$ cat config.mk
export PLATFORM = sky130hd
export DESIGN_NAME = pattern_gen_detector
export DESIGN_NICKNAME = d
export VERILOG_FILES = /design/src/pkg/prbs_pkg.sv /design/src/pkg/prbs_lfsr_if.sv /design/src/hdl/prbs_lfsr.sv /design/src/hdl/pattern_gen_detector.sv
export VERILOG_INCLUDE_DIRS = /design/src /design/src/pkg
export SDC_FILE = /design/constraint.sdc
export NUM_CORES = 1
export LEC_CHECK = 0
export BUFFER_PORTS_ARGS = -buffer_cell sky130_fd_sc_hd__clkbuf_2
export CELL_PAD_IN_SITES_DETAIL_PLACEMENT = 0
export CELL_PAD_IN_SITES_GLOBAL_PLACEMENT = 2
export CORE_ASPECT_RATIO = 1.75
export CORE_UTILIZATION = 34
export CTS_CLUSTER_DIAMETER = 60
export DETAILED_ROUTE_END_ITERATION = 10
export MAX_ROUTING_LAYER = met4
export PLACE_DENSITY_LB_ADDON = 0.1
export RECOVER_POWER = 25
export SLEW_MARGIN = 20
export SYNTH_ARGS = -nofsm -noshare
export SYNTH_HDL_FRONTEND = slang
export SYNTH_HIERARCHICAL = 1
export SYNTH_SLANG_ARGS = --single-unit
$ cat constraint.sdc
create_clock -name pclk -period 3.36 [get_ports pclk]
set_clock_uncertainty 0.05 [all_clocks]
set_input_delay 0.336 -clock pclk [delete_from_list [all_inputs] [get_ports pclk]]
set_output_delay 0.336 -clock pclk [all_outputs]
set_load 0.01 [all_outputs]
$ cat src/pkg/prbs_params.svh
`ifndef PRBS_PARAMS_SVH
`define PRBS_PARAMS_SVH
`define PRBS_ADDR_W        12
`define PRBS_IDX_CTRL      8'h71
`define PRBS_IDX_STAT      8'h72
`define PRBS_IDX_FLAGS     8'h73
`define PRBS_CTRL_RESET    4'h0
`define PRBS_BIT_RX_INV    3
`define PRBS_BIT_TX_INV    2
`define PRBS_BIT_BERR_EN   3
`define PRBS_BIT_INJ       2
`define PRBS_BIT_LOCKED    1
`define PRBS_BIT_LOCK_EN   0
`define PRBS_BIT_BERR_FLAG 3
`define PRBS_BIT_LOCK_FLAG 0
`define PRBS_WINDOW_BITS   6'd48
`define PRBS_LOSS_ERRORS   4'd10
`define PRBS_LOCK_BITS     6'd48
`define PRBS_LFSR_W        20
`endif

$ cat src/pkg/prbs_pkg.sv
package prbs_pkg;
   typedef enum logic [1:0] {
      PAT_15 = 2'b00,
      PAT_20 = 2'b01,
      PAT_11 = 2'b10,
      PAT_RSV = 2'b11
   } pattern_e;

   typedef logic [19:0] lfsr_t;

   typedef struct packed {
      lfsr_t lfsr;
   } lfsr_state_s;

   typedef struct packed {
      logic       rx_invert;
      logic       tx_invert;
      pattern_e   pattern_select;
      logic       bit_error_irq_enable;
      logic       single_error_inject;
      logic       pattern_locked_status;
      logic       lock_change_irq_enable;
      logic       bit_error_flag;
      logic       lock_change_flag;
      logic [5:0] win_cnt;
      logic [3:0] err_cnt;
      logic [5:0] run_cnt;
      logic       tx_bit;
      logic       tx_valid;
      logic [7:0] rdata;
   } top_state_s;
endpackage

$ cat src/pkg/prbs_lfsr_if.sv
`timescale 1ns/10ps
interface prbs_lfsr_if;
   logic                 step;     // Advance one bit.
   logic                 load_en;  // Shift in load_bit instead of feedback.
   logic                 load_bit; // Bit shifted in when load_en is high.
   prbs_pkg::pattern_e   sel;      // Pattern polynomial choice.
   logic                 fb;       // Next pattern bit.
   modport ctl  (output step, output load_en, output load_bit, output sel, input fb);
   modport core (input step, input load_en, input load_bit, input sel, output fb);
endinterface // prbs_lfsr_if

$ cat src/hdl/prbs_lfsr.sv
`timescale 1ns/10ps
`include "prbs_params.svh"
module prbs_lfsr (
   input wire logic     pclk,    // Bit-side clock.
   input wire logic     presetn, // Asynchronous reset, active low.
   prbs_lfsr_if.core    lf       // Control and feedback.
);
   prbs_pkg::lfsr_state_s st_ff;
   prbs_pkg::lfsr_state_s nxt_st;

   // Feedback taps per pattern; the reserved code falls back to the 15-bit sequence.
   function automatic logic feedback(input prbs_pkg::lfsr_t s, input prbs_pkg::pattern_e p);
      unique case (p)
         prbs_pkg::PAT_20: feedback = s[19] ^ s[16];
         prbs_pkg::PAT_11: feedback = s[10] ^ s[8];
         prbs_pkg::PAT_15,
         prbs_pkg::PAT_RSV: feedback = s[14] ^ s[13];
      endcase
   endfunction

   // An all-zero register would lock up, so a one is forced in.
   always_comb begin
      nxt_st = st_ff;
      lf.fb = feedback(st_ff.lfsr, lf.sel);
      if (lf.step) begin
         if (lf.load_en) begin
            nxt_st.lfsr = {st_ff.lfsr[18:0], lf.load_bit};
         end else if (st_ff.lfsr == 20'h00000) begin
            nxt_st.lfsr = 20'h00001;
         end else begin
            nxt_st.lfsr = {st_ff.lfsr[18:0], lf.fb};
         end
      end
   end

   // State register.
   always_ff @(posedge pclk or negedge presetn) begin
      if (!presetn) begin
         st_ff <= '{lfsr: 20'h00001};
      end else begin
         st_ff <= nxt_st;
      end
   end
endmodule // prbs_lfsr

$ cat src/hdl/pattern_gen_detector.sv
`timescale 1ns/10ps
`include "prbs_params.svh"
module pattern_gen_detector (
   input  wire logic                    pclk,        // 50 MHz clock.
   input  wire logic                    presetn,     // Asynchronous reset, active low.
   input  wire logic                    psel,        // APB select.
   input  wire logic                    penable,     // APB access phase.
   input  wire logic                    pwrite,      // APB write.
   input  wire logic [`PRBS_ADDR_W-1:0] paddr,       // APB byte address.
   input  wire logic [31:0]             pwdata,      // APB write data.
   output      logic [31:0]             prdata,      // APB read data.
   output      logic                    pready,      // APB ready.
   output      logic                    pslverr,     // APB error on unmapped address.
   input  wire logic                    tx_bit_req,  // Framer wants one transmit bit.
   output      logic                    tx_bit,      // Transmit pattern bit.
   output      logic                    tx_bit_valid,// Pulse: tx_bit is new.
   input  wire logic                    rx_bit_valid,// Pulse: rx_bit carries a bit.
   input  wire logic                    rx_bit,      // Extracted receive bit.
   output      logic                    irq          // Level interrupt, active high.
);
   prbs_pkg::top_state_s st_ff;
   prbs_pkg::top_state_s nxt_st;

   prbs_lfsr_if gen_if ();
   prbs_lfsr_if det_if ();

   prbs_lfsr u_gen (
      .pclk    (pclk),
      .presetn (presetn),
      .lf      (gen_if.core)
   );

   prbs_lfsr u_det (
      .pclk    (pclk),
      .presetn (presetn),
      .lf      (det_if.core)
   );

   // Register index to byte address: the printed offsets are word indices.
   function automatic logic [`PRBS_ADDR_W-1:0] addr_of(input logic [7:0] idx);
      addr_of = {2'b00, idx, 2'b00};
   endfunction

   // Read view of the control register.
   // Reserved bits read as zero so that software can mask nothing and still compare.
   function automatic logic [7:0] ctrl_view(input prbs_pkg::top_state_s s);
      ctrl_view                   = 8'h00;
      ctrl_view[`PRBS_BIT_RX_INV] = s.rx_invert;
      ctrl_view[`PRBS_BIT_TX_INV] = s.tx_invert;
      ctrl_view[1:0]              = s.pattern_select;
   endfunction

   // Read view of the status and error-control register.
   // The lock bit is a live status; writes to its position are ignored.
   function automatic logic [7:0] stat_view(input prbs_pkg::top_state_s s);
      stat_view                    = 8'h00;
      stat_view[`PRBS_BIT_BERR_EN] = s.bit_error_irq_enable;
      stat_view[`PRBS_BIT_INJ]     = s.single_error_inject;
      stat_view[`PRBS_BIT_LOCKED]  = s.pattern_locked_status;
      stat_view[`PRBS_BIT_LOCK_EN] = s.lock_change_irq_enable;
   endfunction

   // Read view of the event flag register.
   // Reading does not clear anything; only a write of one does.
   function automatic logic [7:0] flag_view(input prbs_pkg::top_state_s s);
      flag_view                      = 8'h00;
      flag_view[`PRBS_BIT_BERR_FLAG] = s.bit_error_flag;
      flag_view[`PRBS_BIT_LOCK_FLAG] = s.lock_change_flag;
   endfunction

   // How the detector works, for whoever changes it next.
   // While unlocked, the detector register is filled from the received bits
   // themselves, so it needs no knowledge of the transmitter's phase.
   // Once the register holds enough history, its prediction matches every
   // new bit, and a run of error-free bits builds up towards lock.
   // While locked, the register runs free on its own feedback, so a single
   // corrupted bit shows as one error and does not poison later predictions.
   // Loss of lock uses a fixed window that restarts every 48 bits; errors
   // that straddle two windows are therefore split between them.
   // That is a deliberate trade: a sliding window would need 48 bits of
   // history and a population count, for little practical gain.
   // The run counter only counts while unlocked and the window counters only
   // while locked; each is cleared when the other side takes over.
   // The reserved select code behaves as the 15-bit sequence, so a stray
   // write never leaves the engines without a polynomial.
   //
   // Transmit side notes.
   // Each request from the framer produces exactly one new bit a cycle
   // later; there is no buffer, so the framer must not expect bits it has
   // not asked for.
   // A pending error insertion is consumed by the next request, so with no
   // requests the inject bit stays set and reads back as one.
   //
   // Bus side notes.
   // The slave answers with no wait state; read data is loaded at the setup
   // edge so that it comes from a flip-flop during the access phase.
   // Unmapped addresses answer with an error and read as zero.

   logic       acc_wr;
   logic       hit_ctrl;
   logic       hit_stat;
   logic       hit_flags;
   logic       mapped;
   logic       rx_d;
   logic       bit_err;
   logic [7:0] wbyte;

   // Address decode and data-path helpers.
   always_comb begin
      hit_ctrl  = (paddr == addr_of(`PRBS_IDX_CTRL));
      hit_stat  = (paddr == addr_of(`PRBS_IDX_STAT));
      hit_flags = (paddr == addr_of(`PRBS_IDX_FLAGS));
      mapped    = hit_ctrl | hit_stat | hit_flags;
      acc_wr    = psel & penable & pwrite;
      wbyte     = pwdata[7:0];
      rx_d      = rx_bit ^ st_ff.rx_invert;
      bit_err   = rx_d ^ det_if.fb;
   end

   // Both pattern engines follow the same select field.
   assign gen_if.sel      = st_ff.pattern_select;
   assign gen_if.step     = tx_bit_req;
   assign gen_if.load_en  = 1'b0;
   assign gen_if.load_bit = 1'b0;
   assign det_if.sel      = st_ff.pattern_select;
   assign det_if.step     = rx_bit_valid;
   assign det_if.load_en  = ~st_ff.pattern_locked_status;
   assign det_if.load_bit = rx_d;

   // Next-state logic: bus writes first, then hardware events, then the inject write, so that a set wins.
   always_comb begin
      logic       lock_next;
      logic [5:0] win_n;
      logic [3:0] err_n;
      lock_next = st_ff.pattern_locked_status;
      win_n     = st_ff.win_cnt;
      err_n     = st_ff.err_cnt;
      nxt_st          = st_ff;
      nxt_st.tx_valid = 1'b0;

      if (acc_wr && hit_ctrl) begin
         nxt_st.rx_invert      = wbyte[`PRBS_BIT_RX_INV];
         nxt_st.tx_invert      = wbyte[`PRBS_BIT_TX_INV];
         nxt_st.pattern_select = prbs_pkg::pattern_e'(wbyte[1:0]);
      end
      if (acc_wr && hit_stat) begin
         nxt_st.bit_error_irq_enable   = wbyte[`PRBS_BIT_BERR_EN];
         nxt_st.lock_change_irq_enable = wbyte[`PRBS_BIT_LOCK_EN];
      end
      // Write one clears; write zero leaves the flag alone.
      if (acc_wr && hit_flags) begin
         if (wbyte[`PRBS_BIT_BERR_FLAG]) begin
            nxt_st.bit_error_flag = 1'b0;
         end
         if (wbyte[`PRBS_BIT_LOCK_FLAG]) begin
            nxt_st.lock_change_flag = 1'b0;
         end
      end

      // Transmit: one bit per request, inverted and optionally corrupted once.
      if (tx_bit_req) begin
         nxt_st.tx_valid = 1'b1;
         nxt_st.tx_bit   = gen_if.fb ^ st_ff.tx_invert ^ st_ff.single_error_inject;
         if (st_ff.single_error_inject) begin
            nxt_st.single_error_inject = 1'b0;
         end
      end
      // A fresh insertion written in the same cycle as a request survives.
      if (acc_wr && hit_stat && wbyte[`PRBS_BIT_INJ]) begin
         nxt_st.single_error_inject = 1'b1;
      end

      // Detector: lock tracking on each received bit.
      if (rx_bit_valid) begin
         if (st_ff.pattern_locked_status) begin
            if (bit_err) begin
               nxt_st.bit_error_flag = 1'b1;
               err_n = st_ff.err_cnt + 4'd1;
            end
            win_n = st_ff.win_cnt + 6'd1;
            if (err_n >= `PRBS_LOSS_ERRORS) begin
               lock_next = 1'b0;
               win_n     = 6'd0;
               err_n     = 4'd0;
            end else if (win_n == `PRBS_WINDOW_BITS) begin
               win_n = 6'd0;
               err_n = 4'd0;
            end
            nxt_st.run_cnt = 6'd0;
         end else begin
            if (bit_err) begin
               nxt_st.run_cnt = 6'd0;
            end else if (st_ff.run_cnt + 6'd1 == `PRBS_LOCK_BITS) begin
               lock_next      = 1'b1;
               nxt_st.run_cnt = 6'd0;
               win_n          = 6'd0;
               err_n          = 4'd0;
            end else begin
               nxt_st.run_cnt = st_ff.run_cnt + 6'd1;
            end
         end
      end
      nxt_st.win_cnt               = win_n;
      nxt_st.err_cnt               = err_n;
      nxt_st.pattern_locked_status = lock_next;
      if (lock_next != st_ff.pattern_locked_status) begin
         nxt_st.lock_change_flag = 1'b1;
      end

      // Read data is captured in the setup phase so it comes from a flip-flop.
      if (psel && !penable && !pwrite) begin
         nxt_st.rdata = 8'h00;
         // The views read the current state, so a flag set in this very
         // cycle shows up on the next read, never half-way through one.
         if (hit_ctrl) begin
            nxt_st.rdata = ctrl_view(st_ff);
         end else if (hit_stat) begin
            nxt_st.rdata = stat_view(st_ff);
         end else if (hit_flags) begin
            nxt_st.rdata = flag_view(st_ff);
         end
      end
   end

   // State register.
   always_ff @(posedge pclk or negedge presetn) begin
      if (!presetn) begin
         st_ff <= '0;
      end else begin
         st_ff <= nxt_st;
      end
   end

   // Zero-wait slave: every access completes in its first access cycle.
   assign pready       = 1'b1;
   assign pslverr      = psel & penable & ~mapped;
   assign prdata       = {24'h000000, st_ff.rdata};
   assign tx_bit       = st_ff.tx_bit;
   assign tx_bit_valid = st_ff.tx_valid;

   // Each flag reaches the interrupt only through its own enable.
   assign irq = (st_ff.bit_error_flag & st_ff.bit_error_irq_enable)
              | (st_ff.lock_change_flag & st_ff.lock_change_irq_enable);
endmodule // pattern_gen_detector

==> metrics.yaml <==
outcome:
  status: "finished, violations left"
  violations: "capacitance limit, slew limit"
synth:
  yosysUniqueCellTypes: 55
  synth_area_leaders: "dfrtp_1 (46%), mux2_2 (7.4%), buf_4 (6.7%), a22o_1 (5.5%), ha_1 (2.6%)"
  ys_ff_latch: 72
  syn_area_per_cell_um2: 10.8
  synth_top_area_share_pct: 45.8
  synth_edf_count: 0
  ys.flop_type: "dfrtp_1"
  syn_inst: 354
  ys_seq_area_share_pct: 47.2
  synth_common_cells: "dfrtp_1 (70), buf_4 (34), nand2_1 (26), mux2_2 (25), a22o_1 (24)"
  ys_warn_count: 6
  async_flop_share_pct: 100
  syn_area_um2: 3820
  yosys.cell_count.top_type: "dfrtp_1"
  synth_top_cell_by_area: "dfrtp_1"
cts:
  cts_buffers: 9
  post_cts_buffers: 0
  clock_sinks: 72
  clockBufferDepth: 2
  htree_levels: 3
  ctsHoldBuffers: 0
  cts_tree: "yes"
  clk_pin_slew_worst_paths_ns: 0.06
  clk-insertion-delay-late_ns: 0.33
  cts_root_buf: "clkbuf_16"
  cts_resized: 0
timing:
  setup-tns-final_ns: 0
  timing.final.crit_share_pct: 87.1
  tightestPinTransition_ns: 1.93
  fmax_mhz: 342
  setup_viol: 0
  hold_viol: 0
  min_period_ns: 2.93
  maxSlewHeadroom_pct: -28.6
  maxSlewViolCount: 34
  grt_setup_unrepaired: "false"
pwr:
  leakage_nw: 2.02
  vdd_ir_drop_max_mv: 0.314
  power.density_nw_per_um2: 683
setup_path:
  crit_chain: "inv_1, ha_1, a221oi_1, a21oi_1, xor3_2, and3_4, or4_4, nand2_4, nor4_1, a211o_1"
  crit_arrival_ns: 3.10
  critPathSlowestCell: "or4_4"
  startpoint_type: "flop"
  critical_path.endpoint_type: "flop"
  max_stage_delay_ns: 0.55
  worstSetupPathType: "flop to flop"
  crit_fanout: 7
  cp.required_ns: 3.53
floorplan:
  start_util_pct: 35.3
  rows: 50
  die_area_um2: 11700
  pin_count: 89
  chipHeight_um: 142
  die_width_um: 82.1
  core_region_area_um2: 10800
finish:
  postLayoutCoreUtil_pct: 39.7
  regArea_um2: 1800
  syn_to_final_growth_pct: 12.4
  antenna_cells: 0
  fillers: 1065
  layout-drive-gt1-share_pct: 22.1
  multi_input_area_um2: 1780
  nets: 448
route:
  drt_iter0_markers: 88
  vias: 2632
  via_per_inst: 5.03
  dr.pass1.iters: 4
  antenna_left: 0
  wl_per_cell_um: 15.2
  drt-total-wl_mm: 7.97
  drc: 0
global_route:
  gr-total-overflow: 0
  grt_start_max_net_pins: 40
  antenna_found_initial: 0
  grt_pass1_vias: 2706
  grt_util_all_layers_pct: 15.9
  grt_pass1_wl_mm: 13.5
min_path:
  min_path_type: "primary input to flop"
placement:
  numPortBuffers: 31
  gp_congestion: 0.728
  dp_hpwl_mm: 5.84
job:
  drv_cap: 1
[layout by cell type (no fill, tap or decap), types with 5 or more instances in the layout]
| cell type | netlist | routed |
|---|---|---|
| dfrtp_1 | 70 | 70 |
| conb_1 | 2 | 33 |
| clkbuf_2 | 0 | 29 |
| nand2_1 | 26 | 26 |
| mux2_2 | 25 | 25 |
| a22o_1 | 24 | 24 |
| inv_1 | 16 | 16 |
| nor2_1 | 15 | 15 |
| nand3_1 | 12 | 12 |
| nor4_1 | 11 | 11 |
| o21ai_0 | 11 | 11 |
| clkbuf_16 | 0 | 9 |
| ha_1 | 8 | 8 |
| xor2_1 | 7 | 7 |
| o31ai_1 | 7 | 7 |
| a21oi_1 | 6 | 6 |
| nor2b_1 | 6 | 6 |
| nor3_1 | 5 | 5 |
| a31oi_1 | 6 | 5 |
[logic make-up (layout without fill, tap and decap cells)]
family,count (synthesis),after routing,synth area share (%)
other cells,2,33,0.197
simple gates,97,97,13.9
fa+ha+maj,8,8,2.62
buf+inv,59,67,9.30
flops,72,72,47.2
compound gates,76,76,15.4
mux,28,28,8.15
xor+xnor,12,12,3.18
[area by class of cell]
type / count / share of cell area [%]
Clock inverter: 7 / 1.49
Inverter: 16 / 1.40
Sequential cell: 72 / 42.0
Tap cell: 130 / 3.79
Clock buffer: 9 / 5.24
Timing Repair Buffer: 35 / 4.54
Multi-Input combinational cell: 254 / 41.5
[flip-flops by register name, summed over array words and instances (netlist names)]
register      cells
u_gen/st_ff      20
tx_bit_valid      1
prdata            4
u_det/st_ff      20
det_if.sel        2
st_ff            24
tx_bit            1
[stage by stage]
stage	area [µm²]	worst slack, ns	hold slack (ns)	std cells	total power [mW]
3_5_place_dp	4000	0.396	0.423	507	2.04
2_1_floorplan	3940	0.718	-0.00959	385	1.82
4_1_cts	4290	0.393	0.0702	523	2.98
3_3_place_gp	4000	0.439	0.415	507	2.02
5_1_grt	4300	0.183	0.193	523	3.14
6_report	4300	0.432	0.188	523	2.93
[critical path, delay by kind of cell (launching register included)]
| family | cells | cell delay, ns |
|---|---|---|
| xor gates and xnor gates | 1 | 0.33 |
| DFF | 1 | 0.46 |
| adders and majority gates | 1 | 0.28 |
| buffers and inverters | 1 | 0.07 |
| AOI/OAI and AO/OA | 3 | 0.70 |
| and+or+nand+nor | 4 | 0.94 |
[final timing paths]
path | start | endpoint | slack [ns] | depth (start not counted)
worst max-delay path | det_if.sel[0]$_DFFE_PN0P_ | st_ff[24]$_DFFE_PN0P_ | 0.43 | 10
min in group asynchronous | presetn | prdata[0]$_DFFE_PN0P_ | 0.48 | 1
worst min register to register | prdata[1]$_DFFE_PN0P_ | prdata[1]$_DFFE_PN0P_ | 0.43 | 2
worst min-delay path | pwdata[2] | st_ff[30]$_DFFE_PN0P_ | 0.19 | 3
worst max register to register | det_if.sel[0]$_DFFE_PN0P_ | st_ff[24]$_DFFE_PN0P_ | 0.43 | 10
max in group asynchronous | presetn | st_ff[15]$_DFFE_PN0P_ | 1.66 | 1
[where the power goes]
part           total (mW)  internal, mW  switching [mW]
Sequential           1.28          1.06           0.219
Clock               0.923         0.516           0.406
Combinational       0.727         0.354           0.373
Total                2.93          1.93           0.998
[metal layers]
layer  part of all wire (%)  vias up  track usage (%)
met5                      0        -                -
met4                    1.4        0             6.37
met3                    2.2        9             3.53
met2                     55       28             27.1
met1                     41     1305             17.5
li1                       -     1290                -
Note: power is estimated with default switching activity, not from simulation.
